`src/inc/mior_consts.svh`:
```
`ifndef MIOR_CONSTS_SVH
`define MIOR_CONSTS_SVH

`define MIOR_OP_DUAL_OUT 8'h3b
`define MIOR_OP_QUAD_OUT 8'h6b
`define MIOR_OP_DUAL_IO 8'hbb
`define MIOR_OP_QUAD_IO 8'heb
`define MIOR_LANES_1 3'h1
`define MIOR_LANES_2 3'h2
`define MIOR_LANES_4 3'h4
`define MIOR_OP_CLK_SPI 5'h8
`define MIOR_OP_CLK_QPI 5'h2
`define MIOR_ADDR_BITS 5'h18
`define MIOR_MODE_BITS 5'h8
`define MIOR_BYTE_BITS 5'h8
`define MIOR_DUMMY_FAST 4'h8
`define MIOR_DUMMY_QIO_SPI 4'h4
`define MIOR_MODE_CLK_QPI 4'h2
`define MIOR_QPI_DUMMY_RST 4'h2
`define MIOR_CONT_KEEP 2'h2
`define MIOR_WRAP_DIS_RST 1'h1
`define MIOR_WRAP_LEN_RST 2'h0
`define MIOR_WRAP_MIN_BYTES 24'h8
`define MIOR_IDLE_BYTE 8'hff
`define MIOR_OE_OFF 4'hf
`define MIOR_OE_DUAL 4'hc
`define MIOR_OE_QUAD 4'h0
`define MIOR_OE_SINGLE 4'he
`define MIOR_CNT_LAST 5'h1
`define MIOR_FIFO_DEPTH 4

`endif

```
`src/inc/mior_pkg.sv`:
```
`default_nettype none
package mior_pkg;

    typedef enum logic [2:0] {
        MIOR_IDLE,
        MIOR_OPCODE,
        MIOR_ADDR,
        MIOR_MODE,
        MIOR_DUMMY,
        MIOR_DATA,
        MIOR_IGNORE
    } mior_state_t;

    typedef struct packed {
        logic valid;
        logic quad_io;
        logic mode_on;
        logic [2:0] addr_lanes;
        logic [2:0] data_lanes;
        logic [3:0] dummy;
    } mior_cmd_t;

endpackage : mior_pkg
`default_nettype wire

```
`src/hw/mior_fifo.sv`:
```
`default_nettype none
module mior_fifo
#(
    parameter int WIDTH = 8,
    parameter int DEPTH = 4
)
(
    input wire logic sys_clk_i,
    input wire logic rstn_i,
    input wire logic flush_i,
    input wire logic in_valid_i,
    output logic in_ready_o,
    input wire logic [WIDTH-1:0] in_data_i,
    output logic out_valid_o,
    input wire logic out_ready_i,
    output logic [WIDTH-1:0] out_data_o
);
    localparam int PTR_W = (DEPTH > 1) ? $clog2(DEPTH) : 1;
    localparam int CNT_W = $clog2(DEPTH + 1);

    if (DEPTH < 2 || (DEPTH & (DEPTH - 1)) != 0)
    begin : g_check
        $error("mior_fifo depth must be a power of two of at least two");
    end

    logic [WIDTH-1:0] mem [DEPTH];
    logic [PTR_W-1:0] wr_ptr;
    logic [PTR_W-1:0] rd_ptr;
    logic [CNT_W-1:0] count;
    logic push;
    logic pop;

    assign in_ready_o = (count != CNT_W'(DEPTH));
    assign out_valid_o = (count != '0);
    assign out_data_o = mem[rd_ptr];
    assign push = in_valid_i & in_ready_o;
    assign pop = out_ready_i & out_valid_o;

    always_ff @(posedge sys_clk_i)
    begin
        if (push)
        begin
            mem[wr_ptr] <= in_data_i;
        end
    end

    // A flush drops whatever is queued so a new frame never sees stale bytes.
    always_ff @(posedge sys_clk_i)
    begin
        if (!rstn_i || flush_i)
        begin
            wr_ptr <= '0;
            rd_ptr <= '0;
            count <= '0;
        end
        else
        begin
            if (push)
            begin
                wr_ptr <= PTR_W'(wr_ptr + 1'h1);
            end
            if (pop)
            begin
                rd_ptr <= PTR_W'(rd_ptr + 1'h1);
            end
            if (push && !pop)
            begin
                count <= CNT_W'(count + 1'h1);
            end
            else if (pop && !push)
            begin
                count <= CNT_W'(count - 1'h1);
            end
        end
    end

endmodule : mior_fifo
`default_nettype wire

```
`src/hw/mior_flash_read.sv`:
```
`include "mior_consts.svh"
`default_nettype none
module mior_flash_read
    import mior_pkg::*;
#(
    parameter int FIFO_DEPTH = `MIOR_FIFO_DEPTH
)
(
    input wire logic sys_clk_i,
    input wire logic rstn_i,
    input wire logic cs_n_i,
    input wire logic sclk_i,
    input wire logic io_line_0_i,
    input wire logic io_line_1_i,
    input wire logic io_line_2_i,
    input wire logic io_line_3_i,
    output logic io_line_0_o,
    output logic io_line_1_o,
    output logic io_line_2_o,
    output logic io_line_3_o,
    output logic io_line_0_oe_n_o,
    output logic io_line_1_oe_n_o,
    output logic io_line_2_oe_n_o,
    output logic io_line_3_oe_n_o,
    input wire logic quad_command_mode_i,
    input wire logic wrap_load_i,
    input wire logic wrap_disable_bit_i,
    input wire logic [1:0] wrap_length_bits_i,
    input wire logic read_param_load_i,
    input wire logic [1:0] read_param_i,
    input wire logic soft_reset_i,
    output logic continuous_read_o,
    output logic [3:0] qpi_dummy_clocks_o,
    output logic [23:0] mem_addr_o,
    output logic mem_rd_o,
    input wire logic mem_ack_i,
    input wire logic [7:0] mem_data_i
);

    // ************************************************************
    // Parameter check
    // ************************************************************

    if (FIFO_DEPTH < 2)
    begin : g_check
        $error("mior_flash_read needs a prefetch depth of at least two");
    end

    // ************************************************************
    // Helper functions
    // ************************************************************

    function automatic logic [23:0] shift_in(input logic [23:0] sh,
                                             input logic [3:0] io,
                                             input logic [2:0] lanes);
        logic [23:0] r;
        case (lanes)
            `MIOR_LANES_2: r = {sh[21:0], io[1:0]};
            `MIOR_LANES_4: r = {sh[19:0], io};
            default: r = {sh[22:0], io[0]};
        endcase
        return r;
    endfunction : shift_in

    function automatic logic [4:0] phase_clocks(input logic [4:0] bits,
                                                input logic [2:0] lanes);
        logic [4:0] r;
        case (lanes)
            `MIOR_LANES_2: r = bits >> 1;
            `MIOR_LANES_4: r = bits >> 2;
            default: r = bits;
        endcase
        return r;
    endfunction : phase_clocks

    // The top bits of the byte go out first, the highest bit on the highest line.
    function automatic logic [3:0] out_group(input logic [7:0] b,
                                             input logic [2:0] lanes);
        logic [3:0] r;
        case (lanes)
            `MIOR_LANES_2: r = {2'h0, b[7:6]};
            `MIOR_LANES_4: r = b[7:4];
            default: r = {3'h0, b[7]};
        endcase
        return r;
    endfunction : out_group

    function automatic logic [7:0] shift_out(input logic [7:0] b,
                                             input logic [2:0] lanes);
        logic [7:0] r;
        case (lanes)
            `MIOR_LANES_2: r = {b[5:0], 2'h0};
            `MIOR_LANES_4: r = {b[3:0], 4'h0};
            default: r = {b[6:0], 1'h0};
        endcase
        return r;
    endfunction : shift_out

    function automatic logic [3:0] out_enable_n(input logic [2:0] lanes);
        logic [3:0] r;
        case (lanes)
            `MIOR_LANES_2: r = `MIOR_OE_DUAL;
            `MIOR_LANES_4: r = `MIOR_OE_QUAD;
            default: r = `MIOR_OE_SINGLE;
        endcase
        return r;
    endfunction : out_enable_n

    function automatic logic [23:0] next_addr(input logic [23:0] a,
                                              input logic wrap,
                                              input logic [1:0] len);
        logic [23:0] mask;
        logic [23:0] inc;
        mask = (`MIOR_WRAP_MIN_BYTES << len) - 24'h1;
        inc = a + 24'h1;
        if (wrap)
        begin
            return (a & ~mask) | (inc & mask);
        end
        return inc;
    endfunction : next_addr

    function automatic mior_cmd_t decode(input logic [7:0] op,
                                         input logic quad_command_mode,
                                         input logic [3:0] qdummy);
        mior_cmd_t c;
        c = '0;
        case (op)
            `MIOR_OP_DUAL_OUT:
            begin
                c.valid = !quad_command_mode;
                c.addr_lanes = `MIOR_LANES_1;
                c.data_lanes = `MIOR_LANES_2;
                c.dummy = `MIOR_DUMMY_FAST;
            end
            `MIOR_OP_QUAD_OUT:
            begin
                c.valid = !quad_command_mode;
                c.addr_lanes = `MIOR_LANES_1;
                c.data_lanes = `MIOR_LANES_4;
                c.dummy = `MIOR_DUMMY_FAST;
            end
            `MIOR_OP_DUAL_IO:
            begin
                c.valid = !quad_command_mode;
                c.mode_on = 1'h1;
                c.addr_lanes = `MIOR_LANES_2;
                c.data_lanes = `MIOR_LANES_2;
            end
            // Quad I/O read, mode clocks count as dummy only in quad command mode.
            `MIOR_OP_QUAD_IO:
            begin
                c.valid = 1'h1;
                c.quad_io = 1'h1;
                c.mode_on = 1'h1;
                c.addr_lanes = `MIOR_LANES_4;
                c.data_lanes = `MIOR_LANES_4;
                c.dummy = quad_command_mode ? qdummy - `MIOR_MODE_CLK_QPI : `MIOR_DUMMY_QIO_SPI;
            end
            default: c.valid = 1'h0;
        endcase
        // Only the quad I/O read stays valid in quad command mode.
        return c;
    endfunction : decode

    // ************************************************************
    // Pin synchronisers and edge detection
    // ************************************************************

    logic sclk_s1;
    logic sclk_s2;
    logic sclk_s3;
    logic cs_s1;
    logic cs_s2;
    logic cs_s3;
    logic [3:0] io_s1;
    logic [3:0] io_s2;

    // Clock, select and data lines share the same delay, so a sampled rising
    // edge still sees the data that the host set up before it.
    always_ff @(posedge sys_clk_i)
    begin
        if (!rstn_i)
        begin
            sclk_s1 <= 1'h0;
            sclk_s2 <= 1'h0;
            sclk_s3 <= 1'h0;
            cs_s1 <= 1'h1;
            cs_s2 <= 1'h1;
            cs_s3 <= 1'h1;
            io_s1 <= 4'h0;
            io_s2 <= 4'h0;
        end
        else
        begin
            sclk_s1 <= sclk_i;
            sclk_s2 <= sclk_s1;
            sclk_s3 <= sclk_s2;
            cs_s1 <= cs_n_i;
            cs_s2 <= cs_s1;
            cs_s3 <= cs_s2;
            io_s1 <= {io_line_3_i, io_line_2_i, io_line_1_i, io_line_0_i};
            io_s2 <= io_s1;
        end
    end

    logic rise;
    logic fall;
    logic frame_start;

    // Rising edges sample, falling edges drive.
    assign rise = sclk_s2 & ~sclk_s3 & ~cs_s2;
    assign fall = ~sclk_s2 & sclk_s3 & ~cs_s2;
    assign frame_start = ~cs_s2 & cs_s3;

    // ************************************************************
    // Configuration held by the device
    // ************************************************************

    logic wrap_dis;
    logic [1:0] wrap_len;
    logic [3:0] qpi_dummy;

    // Wrapping starts disabled; wrap bits loaded together.
    always_ff @(posedge sys_clk_i)
    begin
        if (!rstn_i)
        begin
            wrap_dis <= `MIOR_WRAP_DIS_RST;
            wrap_len <= `MIOR_WRAP_LEN_RST;
        end
        else if (wrap_load_i)
        begin
            wrap_dis <= wrap_disable_bit_i;
            wrap_len <= wrap_length_bits_i;
        end
    end

    // Default dummy count; parameter field sets 2 to 8.
    always_ff @(posedge sys_clk_i)
    begin
        if (!rstn_i || soft_reset_i)
        begin
            qpi_dummy <= `MIOR_QPI_DUMMY_RST;
        end
        else if (read_param_load_i)
        begin
            qpi_dummy <= `MIOR_QPI_DUMMY_RST + {1'h0, read_param_i, 1'h0};
        end
    end

    assign qpi_dummy_clocks_o = qpi_dummy;

    // ************************************************************
    // Command sequencer
    // ************************************************************

    mior_state_t state;
    mior_cmd_t cmd;
    logic [4:0] cnt;
    logic [23:0] shreg;
    logic [23:0] next_sh;
    logic [2:0] in_lanes;
    logic last;
    logic cont;
    logic cont_dual;
    mior_cmd_t op_cmd;
    mior_cmd_t cont_cmd;

    assign in_lanes = (state == MIOR_OPCODE)
                      ? (quad_command_mode_i ? `MIOR_LANES_4 : `MIOR_LANES_1)
                      : cmd.addr_lanes;
    assign next_sh = shift_in(shreg, io_s2, in_lanes);
    assign last = (cnt == `MIOR_CNT_LAST);
    assign op_cmd = decode(next_sh[7:0], quad_command_mode_i, qpi_dummy);
    assign cont_cmd = decode(cont_dual ? `MIOR_OP_DUAL_IO : `MIOR_OP_QUAD_IO,
                             quad_command_mode_i, qpi_dummy);

    always_ff @(posedge sys_clk_i)
    begin
        if (!rstn_i)
        begin
            state <= MIOR_IDLE;
            cmd <= '0;
            cnt <= '0;
            shreg <= '0;
        end
        // Select high ends the frame at once.
        else if (cs_s2)
        begin
            state <= MIOR_IDLE;
        end
        else if (frame_start)
        begin
            shreg <= '0;
            if (cont)
            begin
                cmd <= cont_cmd;
                state <= MIOR_ADDR;
                cnt <= phase_clocks(`MIOR_ADDR_BITS, cont_cmd.addr_lanes);
            end
            else
            begin
                state <= MIOR_OPCODE;
                cnt <= quad_command_mode_i ? `MIOR_OP_CLK_QPI : `MIOR_OP_CLK_SPI;
            end
        end
        else if (rise)
        begin
            case (state)
                MIOR_OPCODE:
                begin
                    shreg <= next_sh;
                    cnt <= cnt - 5'h1;
                    if (last)
                    begin
                        cmd <= op_cmd;
                        cnt <= phase_clocks(`MIOR_ADDR_BITS, op_cmd.addr_lanes);
                        state <= op_cmd.valid ? MIOR_ADDR : MIOR_IGNORE;
                    end
                end
                MIOR_ADDR:
                begin
                    shreg <= next_sh;
                    cnt <= cnt - 5'h1;
                    if (last && cmd.mode_on)
                    begin
                        // Eight mode bits follow the address.
                        state <= MIOR_MODE;
                        cnt <= phase_clocks(`MIOR_MODE_BITS, cmd.addr_lanes);
                    end
                    else if (last)
                    begin
                        state <= (cmd.dummy != 4'h0) ? MIOR_DUMMY : MIOR_DATA;
                        cnt <= {1'h0, cmd.dummy};
                    end
                end
                MIOR_MODE:
                begin
                    shreg <= next_sh;
                    cnt <= cnt - 5'h1;
                    // Zero remaining dummy clocks leads straight to data.
                    if (last)
                    begin
                        state <= (cmd.dummy != 4'h0) ? MIOR_DUMMY : MIOR_DATA;
                        cnt <= {1'h0, cmd.dummy};
                    end
                end
                // Dummy clocks only count; the lines are not looked at.
                MIOR_DUMMY:
                begin
                    cnt <= cnt - 5'h1;
                    if (last)
                    begin
                        state <= MIOR_DATA;
                    end
                end
                default:
                begin
                    state <= state;
                end
            endcase
        end
    end

    // Only mode bits five and four decide; ones exit.
    always_ff @(posedge sys_clk_i)
    begin
        if (!rstn_i)
        begin
            cont <= 1'h0;
            cont_dual <= 1'h0;
        end
        else if (!cs_s2 && rise && state == MIOR_MODE && last)
        begin
            cont <= (next_sh[5:4] == `MIOR_CONT_KEEP);
            cont_dual <= !cmd.quad_io;
        end
    end

    assign continuous_read_o = cont;

    // ************************************************************
    // Memory prefetch
    // ************************************************************

    logic fetch_on;
    logic wrap_on;
    logic [23:0] fetch_addr;
    logic fifo_in_ready;
    logic fifo_out_valid;
    logic fifo_out_ready;
    logic [7:0] fifo_out_data;

    // Fetching starts as soon as the address is in, so the mode and dummy
    // clocks hide the array latency; a full queue stalls the fetch.
    assign mem_rd_o = fetch_on & fifo_in_ready;
    assign mem_addr_o = fetch_addr;

    always_ff @(posedge sys_clk_i)
    begin
        if (!rstn_i || cs_s2)
        begin
            fetch_on <= 1'h0;
            wrap_on <= 1'h0;
            fetch_addr <= '0;
        end
        else if (rise && state == MIOR_ADDR && last)
        begin
            fetch_on <= 1'h1;
            fetch_addr <= next_sh;
            // Wrap only for quad I/O reads outside quad command mode.
            wrap_on <= cmd.quad_io & !quad_command_mode_i & !wrap_dis;
        end
        // Step to the next byte after each fetch.
        else if (mem_rd_o && mem_ack_i)
        begin
            fetch_addr <= next_addr(fetch_addr, wrap_on, wrap_len);
        end
    end

    mior_fifo
    #(
        .WIDTH(8),
        .DEPTH(FIFO_DEPTH)
    )
    u_fifo
    (
        .sys_clk_i(sys_clk_i),
        .rstn_i(rstn_i),
        .flush_i(cs_s2),
        .in_valid_i(mem_rd_o & mem_ack_i),
        .in_ready_o(fifo_in_ready),
        .in_data_i(mem_data_i),
        .out_valid_o(fifo_out_valid),
        .out_ready_i(fifo_out_ready),
        .out_data_o(fifo_out_data)
    );

    // ************************************************************
    // Data output
    // ************************************************************

    logic [3:0] io_out;
    logic [3:0] oe_n;
    logic [7:0] obyte;
    logic [4:0] grp;
    logic [7:0] cur_byte;

    // An empty queue means the host clocks faster than memory answers; the
    // byte is then sent as all ones rather than stalling the link.
    assign cur_byte = (grp != 5'h0) ? obyte
                      : (fifo_out_valid ? fifo_out_data : `MIOR_IDLE_BYTE);
    assign fifo_out_ready = fall & (state == MIOR_DATA) & (grp == 5'h0);

    always_ff @(posedge sys_clk_i)
    begin
        if (!rstn_i)
        begin
            io_out <= 4'h0;
            oe_n <= `MIOR_OE_OFF;
            obyte <= 8'h0;
            grp <= 5'h0;
        end
        // Drivers released whenever no data phase runs.
        else if (cs_s2 || state != MIOR_DATA)
        begin
            oe_n <= `MIOR_OE_OFF;
            grp <= 5'h0;
        end
        // Host has let go before this first falling edge.
        else if (fall)
        begin
            // Most significant group first on the highest lines.
            io_out <= out_group(cur_byte, cmd.data_lanes);
            obyte <= shift_out(cur_byte, cmd.data_lanes);
            oe_n <= out_enable_n(cmd.data_lanes);
            grp <= (grp == 5'h0)
                   ? phase_clocks(`MIOR_BYTE_BITS, cmd.data_lanes) - 5'h1
                   : grp - 5'h1;
        end
    end

    assign io_line_0_o = io_out[0];
    assign io_line_1_o = io_out[1];
    assign io_line_2_o = io_out[2];
    assign io_line_3_o = io_out[3];
    assign io_line_0_oe_n_o = oe_n[0];
    assign io_line_1_oe_n_o = oe_n[1];
    assign io_line_2_oe_n_o = oe_n[2];
    assign io_line_3_oe_n_o = oe_n[3];

endmodule : mior_flash_read
`default_nettype wire

```
`config.mk`:
```
export PLATFORM = sky130hd
export DESIGN_NAME = mior_flash_read
export DESIGN_NICKNAME = d
export VERILOG_FILES = /design/src/inc/mior_pkg.sv /design/src/hw/mior_fifo.sv /design/src/hw/mior_flash_read.sv
export VERILOG_INCLUDE_DIRS = /design/src /design/src/inc
export SDC_FILE = /design/constraint.sdc
export NUM_CORES = 1
export LEC_CHECK = 0
export BUFFER_PORTS_ARGS = -buffer_cell sky130_fd_sc_hd__buf_2
export CAP_MARGIN = 10
export CORE_ASPECT_RATIO = 1.25
export CORE_MARGIN = 2
export CORE_UTILIZATION = 35
export DETAILED_ROUTE_END_ITERATION = 8
export PLACE_DENSITY = 0.62
export REMOVE_ABC_BUFFERS = 1
export SETUP_SLACK_MARGIN = 0.05
export SLEW_MARGIN = 20
export SYNTH_ARGS = -nofsm -noshare
export SYNTH_HDL_FRONTEND = slang
export SYNTH_SLANG_ARGS = --single-unit
```
`constraint.sdc`:
```
create_clock -name sys_clk_i -period 3.5 [get_ports sys_clk_i]
set_input_delay 0.7 -clock sys_clk_i [delete_from_list [all_inputs] [get_ports sys_clk_i]]
set_output_delay 0.7 -clock sys_clk_i [all_outputs]
set_load 0.02 [all_outputs]
```
==> results of run 1 <==
==> cell families after synthesis <==
logic type,after synthesis,share of synthesized area
xor gates and xnor gates,36,0.0445
adders and majority gates,16,0.0293
DFF,148,0.463
muxes,21,0.0442
other,1,0.000529
and+or+nand+nor,298,0.204
buffers and inverters,66,0.0364
AOI/OAI and AO/OA,176,0.178
==> worst max path at each step <==
stage                        startpoint  slack (ns)  cells past startpoint  endpoint
global placement    quad_command_mode_i        0.54                      7    cmd[1]
finish                         state[2]        0.48                      7    cmd[1]
global route                   state[2]        0.36                      7    cmd[1]
floorplan                      state[0]       -0.67                      6    cmd[1]
detailed placement  quad_command_mode_i        0.46                      7    cmd[1]
CTS                            state[2]        0.56                      7    cmd[1]
==> Yosys cell counts (all sizes together), types with 8 or more instances <==
master,number
nor3,16
mux4,8
inv,19
nand2b,10
a22oi,38
edfxtp,32
a21oi,33
xor2,21
nand2,79
and2,21
clkbuf,38
o21ai,17
nor3b,8
dfxtp,116
mux2i,11
nor2,96
ha,15
nand4,9
nand3,18
a211oi,34
buf,9
xnor2,15
==> per-layer routing <==
metal  wire length [um]  part of all wire
met1               7720              0.44
met2               8610              0.49
met3                844             0.048
met4                359             0.020
met5                  0                 0
==> area by class of cell <==
| cell class | count | area [um2] |
|---|---|---|
| Clock buffer | 17 | 425 |
| Clock inverter | 15 | 165 |
| Fill cell | 1987 | 11600 |
| Inverter | 19 | 71.3 |
| Multi-Input combinational cell | 548 | 3560 |
| Sequential cell | 148 | 3280 |
| Tap cell | 270 | 338 |
| Timing Repair Buffer | 87 | 498 |
==> report_power, final <==
part           leakage (nW)  switching [W]  total (W)  internal (W)
Combinational          1.52      0.0000761   0.000124     0.0000478
Clock                 0.289       0.000850    0.00181      0.000962
Sequential             1.23      0.0000112    0.00177       0.00175
==> worst register-to-register path, delay by kind of cell, from the launching register on <==
kind / cells / cell delay [ns]
AO/OA/AOI/OAI: 4 / 1.05
AND/OR/NAND/NOR: 2 / 1.10
buffers and inverters: 1 / 0.31
flip-flops: 1 / 0.47
==> per-stage QoR <==
stage / std cells / instance area, um2 / setup slack, ns / total power (W) / setup TNS, ns
final: 1104 / 8340 / 0.476 / 0.00370 / 0
after global routing: 1104 / 8340 / 0.360 / 0.00382 / 0
after CTS: 1104 / 8340 / 0.559 / 0.00374 / 0
after detailed placement: 1072 / 7750 / 0.456 / 0.00193 / 0
after global placement: 1072 / 7750 / 0.536 / 0.00193 / 0
after floorplan: 715 / 6900 / -0.666 / 0.00187 / -7.12
==> flow_metrics.py, run 1 <==
metrics = {
    "status": {
        "status": "finished, final reports clean",
    },
    "floorplan": {
        "die_h_um": 163,
        "io_pins": 64,
        "core_um2": 20000,
        "die-area_um2": 21400,
        "die_w_um": 131,
        "row_count": 58,
        "initial_utilization": 0.355,
    },
    "final_layout": {
        "layout_common_cells": "dfxtp_1 (116), nor2_1 (96), nand2_1 (79), buf_2 (62), a22oi_1 (38)",
        "area_growth_pct": 17.8,
        "final_util": 0.418,
        "fin_nets": 863,
        "final_common_cell": "dfxtp_1",
        "drive_above_1_share": 0.169,
        "antennaDiodeCount": 0,
    },
    "global_route": {
        "busiest_layer": "met2",
        "use_met2": 0.291,
        "grt_pass1_vias": 5613,
        "grt_use_met3": 0.0385,
        "grt_start_max_net_pins": 47,
        "grt_pass1_wl_um": 28800,
        "overflow": 0,
        "track_usage": 0.169,
        "grtUsageMet1": 0.207,
        "antenna_found_initial": 0,
    },
    "worst_setup_path": {
        "r2r-start": "state[2]",
        "cpPeakStageDelay_ns": 0.57,
        "end_kind": "register",
        "rrSetupSlack_ns": 0.48,
        "required_ns": 3.84,
        "crit_path_max_fanout": 19,
        "reg2reg_to": "cmd[1]",
        "critPathKind": "register to register",
        "worst-path-buf-inv": 1,
        "path_delay_family": "simple AND/OR/NAND/NOR gates",
        "arrival_ns": 3.36,
        "crit_path_start_kind": "register",
        "worstRegToRegCells": 7,
        "crit_chain": "or3b_1, a31oi_2, buf_4, a222oi_1, nor3_1, a31oi_1, o41ai_1",
        "slowest_stage": "nor3_1",
    },
    "route": {
        "postRouteAntennaNets": 0,
        "vias": 5950,
        "wl_per_cell_um": 15.9,
        "drtPass1Iterations": 8,
        "viasPerCell": 5.39,
        "drt_wl_total_um": 17500,
        "drcViolationCount": 0,
        "dr.first_iter.drc_count": 561,
    },
    "min_path": {
        "holdPathEnd": "cs_s2",
        "hp-start": "cs_s1",
        "min-delay-path-class": "register to register",
        "holdPathStages": 1,
    },
    "synthesis": {
        "yosysWarnings": 0,
        "synth_top_area_frac": 0.328,
        "postSynthCellCount": 762,
        "async_reset_ff_frac": 0,
        "yosys.cell_types.count": 62,
        "synth-edff-count": 32,
        "synth_seq_cells": 148,
        "synth.avg_cell_area_um2": 9.30,
        "yosys.area.top_type": "dfxtp_1",
        "syn_area_um2": 7080,
        "yosysSeqAreaShare": 0.463,
        "synth_top_flop_cell": "dfxtp_1",
        "netlist_top_cells_area": "dfxtp_1 (33%), edfxtp_1 (14%), nor2_1 (5.1%), nand2_1 (4.2%), a22oi_1 (4.0%)",
    },
    "job": {
        "maxCapViolations": 0,
    },
    "pwr": {
        "power_leakage_nw": 3.03,
        "powerDensity_nw_per_um2": 444,
        "peakVddDrop_v": 0.000358,
    },
    "place": {
        "gp_congestion": 0.841,
        "io_buffers": 62,
        "place_hpwl_um": 12400,
    },
    "cts": {
        "root_buffer": "clkbuf_16",
        "cts_buffer_depth": 2,
        "path_clk_slew_ns": 0.07,
        "cts_sinks": 148,
        "post_cts_resized": 0,
        "cts_hold_buf": 0,
        "cts_buffers": 17,
        "post_cts_buffers": 0,
        "cts_htree_levels": 4,
        "cts_tree": "yes",
        "clock_latency_ns": 0.43,
    },
    "sta": {
        "whs_ns": 0.413,
        "tightest_slew_ns": 0.891,
        "hold_viol": 0,
        "drv_slew": 0,
        "relSlewSlack": 0.405,
        "fin_skew_ns": 0.0107,
        "rsz0062_at_grt": "no",
        "min_period_over_period": 0.864,
        "setup_viol": 0,
        "period_minus_slack_ns": 3.02,
        "fmax_ghz": 0.331,
    },
}
Note: power is estimated with default switching activity, not from simulation.
==> run 2: changes to the inputs <==
--- a/config.mk
+++ b/config.mk
@@ -7,12 +7,12 @@
 export NUM_CORES = 1
 export LEC_CHECK = 0
 export BUFFER_PORTS_ARGS = -buffer_cell sky130_fd_sc_hd__buf_2
-export CAP_MARGIN = 10
+export CAP_MARGIN = 5
 export CORE_ASPECT_RATIO = 1.25
 export CORE_MARGIN = 2
 export CORE_UTILIZATION = 35
 export DETAILED_ROUTE_END_ITERATION = 8
-export PLACE_DENSITY = 0.62
+export PLACE_DENSITY = 0.64
 export REMOVE_ABC_BUFFERS = 1
 export SETUP_SLACK_MARGIN = 0.05
 export SLEW_MARGIN = 20
==> constraint.sdc (replaced) <==
create_clock -name sys_clk_i -period 2.4 [get_ports sys_clk_i]
set_input_delay 0.48 -clock sys_clk_i [delete_from_list [all_inputs] [get_ports sys_clk_i]]
set_output_delay 0.48 -clock sys_clk_i [all_outputs]
set_load 0.02 [all_outputs]
==> run 2 against run 1 <==
  * Sequential share of layout area is 3.4 points lower
  * Cell count rose by 6.8%
  * Non-clock buffer count up 75
  * Clock-buffer cell count unchanged
  * Core utilization grew 4.0 points
  * First-iteration DRC count shrank 3.9%
  * Register-to-register slack worse by 0.47 ns
  * Global-route usage increased by 0.93 points
  * Sequential power is 45% higher
  * Fmax grew 27%
  * Critical endpoint is now cnt[4]
  * Highest routed layer unchanged
==> flow_metrics.py, run 2 (same netlist as run 1, synthesis figures left out) <==
metrics = {
    "floorplan": {
        "core_um2": 20000,
        "io_pins": 64,
        "die_h_um": 163,
        "die-area_um2": 21400,
        "initial_utilization": 0.355,
        "row_count": 58,
        "die_w_um": 131,
    },
    "cts": {
        "cts_buffer_depth": 2,
        "cts_sinks": 148,
        "root_buffer": "clkbuf_16",
        "path_clk_slew_ns": 0.07,
        "cts_htree_levels": 4,
        "clock_latency_ns": 0.43,
        "cts_hold_buf": 0,
        "cts_buffers": 17,
        "cts_tree": "yes",
    },
    "min_path": {
        "holdPathStages": 2,
        "hp-start": "cs_n_i",
        "min-delay-path-class": "input port to register",
        "holdPathEnd": "cs_s1",
    },
    "worst_setup_path": {
        "worst-path-buf-inv": 4,
        "critPathKind": "register to register",
        "arrival_ns": 2.71,
        "reg2reg_to": "cnt[4]",
        "required_ns": 2.72,
        "slowest_stage": "or3b_4",
        "path_delay_family": "simple AND/OR/NAND/NOR gates",
        "end_kind": "register",
        "crit_chain": "or3b_4, buf_4, a31oi_4, buf_6, a222oi_1, buf_4, nor4b_4, buf_6, nand3_2, a32o_1",
        "r2r-start": "state[2]",
        "crit_path_max_fanout": 8,
        "rrSetupSlack_ns": 0.01,
        "crit_path_start_kind": "register",
        "worstRegToRegCells": 10,
        "cpPeakStageDelay_ns": 0.42,
    },
    "sta": {
        "relSlewSlack": 0.605,
        "setup_viol": 0,
        "fin_skew_ns": 0.0100,
        "final.setup.worst_slack_ns": 0.00997,
        "tns_ns": 0,
        "drv_slew": 0,
        "tightest_slew_ns": 0.593,
        "period_minus_slack_ns": 2.39,
        "min_period_over_period": 0.996,
        "rsz0062_at_grt": "yes",
        "hold_viol": 0,
        "fmax_ghz": 0.418,
    },
    "route": {
        "drcViolationCount": 0,
        "postRouteAntennaNets": 0,
        "dr.first_iter.drc_count": 539,
        "wl_per_cell_um": 16.2,
        "viasPerCell": 5.33,
        "vias": 6282,
        "drtPass1Iterations": 7,
        "drt_wl_total_um": 19100,
    },
    "place": {
        "place_hpwl_um": 13300,
        "place_inst": 1131,
        "io_buffers": 62,
        "gp_congestion": 0.888,
        "dpl_worst_slack_ns": -0.284,
    },
    "final_layout": {
        "antennaDiodeCount": 0,
        "area_growth_pct": 29.1,
        "seqCellArea_um2": 3290,
        "fillers": 1859,
        "final_common_cell": "dfxtp_1",
        "drive_above_1_share": 0.266,
        "fin_nets": 938,
        "layout_common_cells": "dfxtp_1 (112), nor2_1 (95), buf_4 (93), nand2_1 (78), buf_2 (62)",
        "fin_cells": 1179,
        "multiInputGateArea_um2": 3720,
    },
    "job": {
        "maxCapViolations": 0,
    },
    "pwr": {
        "p_total_w": 0.00565,
        "peakVddDrop_v": 0.000610,
        "powerDensity_nw_per_um2": 618,
        "power_leakage_nw": 3.47,
    },
    "global_route": {
        "overflow": 0,
        "grt_pass1_vias": 5986,
        "grt_start_max_net_pins": 39,
        "antenna_found_initial": 0,
        "grt_pass1_wl_um": 30600,
        "track_usage": 0.178,
    },
    "status": {
        "status": "finished, final reports clean",
    },
}
## run 2: cell type report
type | count | area share
well taps | 270 | 0.0369
clock inverters | 15 | 0.0228
repair buffers | 162 | 0.120
clock buffers | 17 | 0.0465
flip-flops and latches | 148 | 0.359
inverters | 19 | 0.00780
multi-input cells | 548 | 0.407
## run 2: report_power, final
part | internal [W] | switching, W | leakage [nW]
logic | 0.0000843 | 0.000120 | 1.94
registers | 0.00256 | 0.0000156 | 1.23
clock network | 0.00169 | 0.00118 | 0.308
## run 2: metal layers
| metal | vias up | track usage | part of all wire |
|---|---|---|---|
| met5 | - | 0 | 0 |
| met4 | 0 | 0.0835 | 0.029 |
| met3 | 36 | 0.0329 | 0.041 |
| met2 | 183 | 0.303 | 0.50 |
| met1 | 3002 | 0.220 | 0.43 |
| li1 | 3061 | - | - |
## run 2: worst max-delay path by stage
stage	cells past startpoint	start	end
floorplan	6	state[0]	cmd[1]
global placement	9	quad_command_mode_i	cmd[1]
detailed placement	9	quad_command_mode_i	cmd[1]
CTS	13	state[1]	shreg[2]
global route	8	state[2]	cnt[1]
finish	10	state[2]	cnt[4]
## run 2: worst reg2reg max path: stages, from the launching register on
cell	delay [ns]
dfxtp_2	0.33
or3b_4	0.42
buf_4	0.15
a31oi_4	0.19
buf_6	0.15
a222oi_1	0.09
buf_4	0.17
nor4b_4	0.28
buf_6	0.18
nand3_2	0.09
a32o_1	0.24
## run 2: metrics by stage
| step | hold WS [ns] | area [um2] | util |
|---|---|---|---|
| after CTS | 0.227 | 8960 | 0.449 |
| after floorplan | 0.386 | 6900 | - |
| after detailed placement | 0.391 | 8210 | 0.411 |
| final | 0.243 | 9150 | 0.458 |
| after global routing | 0.231 | 9150 | 0.458 |
| after global placement | 0.395 | 8210 | 0.411 |
## run 2: timing repair
item / 4_1_cts / 5_1_grt
gates resized for setup: 12 / 29
cloned: 0 / 0
endpoints found under the setup margin: 15 / 42
setup buffers: 8 / 10
pin swaps: 11 / 10
==> run 3: changes to the inputs <==
--- a/config.mk
+++ b/config.mk
@@ -12,8 +12,7 @@
 export CORE_MARGIN = 2
 export CORE_UTILIZATION = 35
 export DETAILED_ROUTE_END_ITERATION = 8
-export PLACE_DENSITY = 0.64
-export REMOVE_ABC_BUFFERS = 1
+export PLACE_DENSITY = 0.6
 export SETUP_SLACK_MARGIN = 0.05
 export SLEW_MARGIN = 20
 export SYNTH_ARGS = -nofsm -noshare
==> run 3 against run 2 <==
  * Total power down 3.7%
  * Register-to-register slack gained 0.03 ns
  * Final area is 1.4% lower
  * Global-route usage grew 0.29 points
  * Die area stayed put
  * Sequential share of layout area increased by 0.52 points
  * Sequential power about the same
  * Largest cell class unchanged
  * Largest power group unchanged
==> flow_metrics.py, run 3 (same netlist as run 1, synthesis figures left out) <==
metrics = {
    "worst_setup_path": {
        "crit_path_start_kind": "register",
        "path_delay_family": "compound AO/OA/AOI/OAI gates",
        "rrSetupSlack_ns": 0.04,
        "crit_top_cell": "buf_4",
        "slowest_stage": "or3b_4",
        "required_ns": 2.72,
        "critPathKind": "register to register",
        "crit_chain": "or3b_4, a21o_4, buf_4, a222oi_1, buf_4, xnor2_2, nand3_1, a32o_1",
        "crit_path_max_fanout": 6,
        "cpPeakStageDelay_ns": 0.42,
        "end_kind": "register",
        "arrival_ns": 2.69,
        "worst-path-buf-inv": 2,
    },
    "sta": {
        "setup_viol": 0,
        "fin_skew_ns": 0.00932,
        "whs_ns": 0.256,
        "fmax_ghz": 0.423,
        "period_minus_slack_ns": 2.36,
        "rsz0062_at_grt": "yes",
        "min_period_over_period": 0.985,
        "hold_viol": 0,
        "drv_slew": 0,
    },
    "floorplan": {
        "core_um2": 20000,
        "die-area_um2": 21400,
        "initial_utilization": 0.355,
        "die_h_um": 163,
        "die_w_um": 131,
        "row_count": 58,
        "io_pins": 64,
    },
    "min_path": {
        "min-delay-path-class": "input port to register",
    },
    "global_route": {
        "track_usage": 0.181,
        "grt_start_max_net_pins": 40,
        "grt_pass1_wl_um": 30800,
        "antenna_found_initial": 0,
        "overflow": 0,
        "grt_pass1_vias": 5995,
    },
    "route": {
        "vias": 6073,
        "postRouteAntennaNets": 0,
        "drt_wl_total_um": 19100,
        "dr.first_iter.drc_count": 471,
        "drcViolationCount": 0,
        "wl_per_cell_um": 16.5,
        "viasPerCell": 5.23,
        "drtPass1Iterations": 5,
    },
    "final_layout": {
        "area_growth_pct": 27.4,
        "antennaDiodeCount": 0,
        "layout_common_cells": "dfxtp_1 (112), nor2_1 (94), nand2_1 (79), buf_4 (76), buf_2 (62)",
        "fillers": 1939,
        "fin_cells": 1161,
        "drive_above_1_share": 0.258,
        "seqCellArea_um2": 3290,
        "fin_nets": 920,
        "multiInputGateArea_um2": 3780,
        "final_area_um2": 9020,
        "final_common_cell": "dfxtp_1",
    },
    "place": {
        "io_buffers": 62,
        "gp_congestion": 0.897,
        "place_area_um2": 8130,
        "place_hpwl_um": 13400,
        "place_inst": 1114,
    },
    "pwr": {
        "power_leakage_nw": 3.37,
        "powerDensity_nw_per_um2": 603,
        "peakVddDrop_v": 0.000460,
    },
    "cts": {
        "clock_latency_ns": 0.43,
        "cts_buffer_depth": 2,
        "cts_sinks": 148,
        "cts_hold_buf": 0,
        "cts_htree_levels": 4,
        "root_buffer": "clkbuf_16",
        "cts_tree": "yes",
        "cts_buffers": 17,
        "path_clk_slew_ns": 0.07,
    },
    "synthesis": {
        "syn-num-nets": 804,
    },
    "status": {
        "status": "finished, final reports clean",
    },
    "job": {
        "maxCapViolations": 0,
    },
}
## run 3: per-stage QoR
stage,setup slack (ns),utilization,setup TNS (ns),power [W]
after floorplan,-0.0233,-,-0.0388,0.00274
after global placement,-0.0679,0.407,-0.100,0.00283
after detailed placement,-0.103,0.407,-0.209,0.00283
after CTS,0.00902,0.440,0,0.00549
after global routing,-0.118,0.452,-0.643,0.00562
final,0.0354,0.452,0,0.00544
## run 3: per-layer routing
layer,global-route usage,part of all wire,vias to the layer above,wire (um)
met5,0,0,-,0
met4,0.0954,0.040,0,758
met1,0.220,0.44,2864,8440
met2,0.304,0.48,157,9110
li1,-,-,3003,-
met3,0.0376,0.041,49,787
## run 3: worst paths after layout
kind | from | end | cells past startpoint
max | state[2] | cnt[4] | 8
min | cs_n_i | cs_s1 | 2
max reg2reg | state[2] | cnt[4] | 8
min reg2reg | cs_s1 | cs_s2 | 1
## run 3: final cells by class
| type | instances | share of cell area |
|---|---|---|
| clock buffer | 17 | 0.0471 |
| tap | 270 | 0.0374 |
| sequential | 148 | 0.365 |
| timing repair buffer | 144 | 0.106 |
| inverter | 19 | 0.00790 |
| multi-input combinational | 548 | 0.419 |
| clock inverter | 15 | 0.0175 |
## run 3: report_power, final
| group | internal, W | total [W] | switching (W) | leakage, nW |
|---|---|---|---|---|
| Clock | 0.00147 | 0.00265 | 0.00118 | 0.282 |
| Combinational | 0.0000852 | 0.000208 | 0.000123 | 1.86 |
| Sequential | 0.00256 | 0.00258 | 0.0000178 | 1.23 |
## run 3: repair_timing
item,in CTS,in global routing
cloned,0,0
buffers inserted,5,10
endpoints found under the setup margin,9,21
resized for setup,4,35
pin swaps,3,21
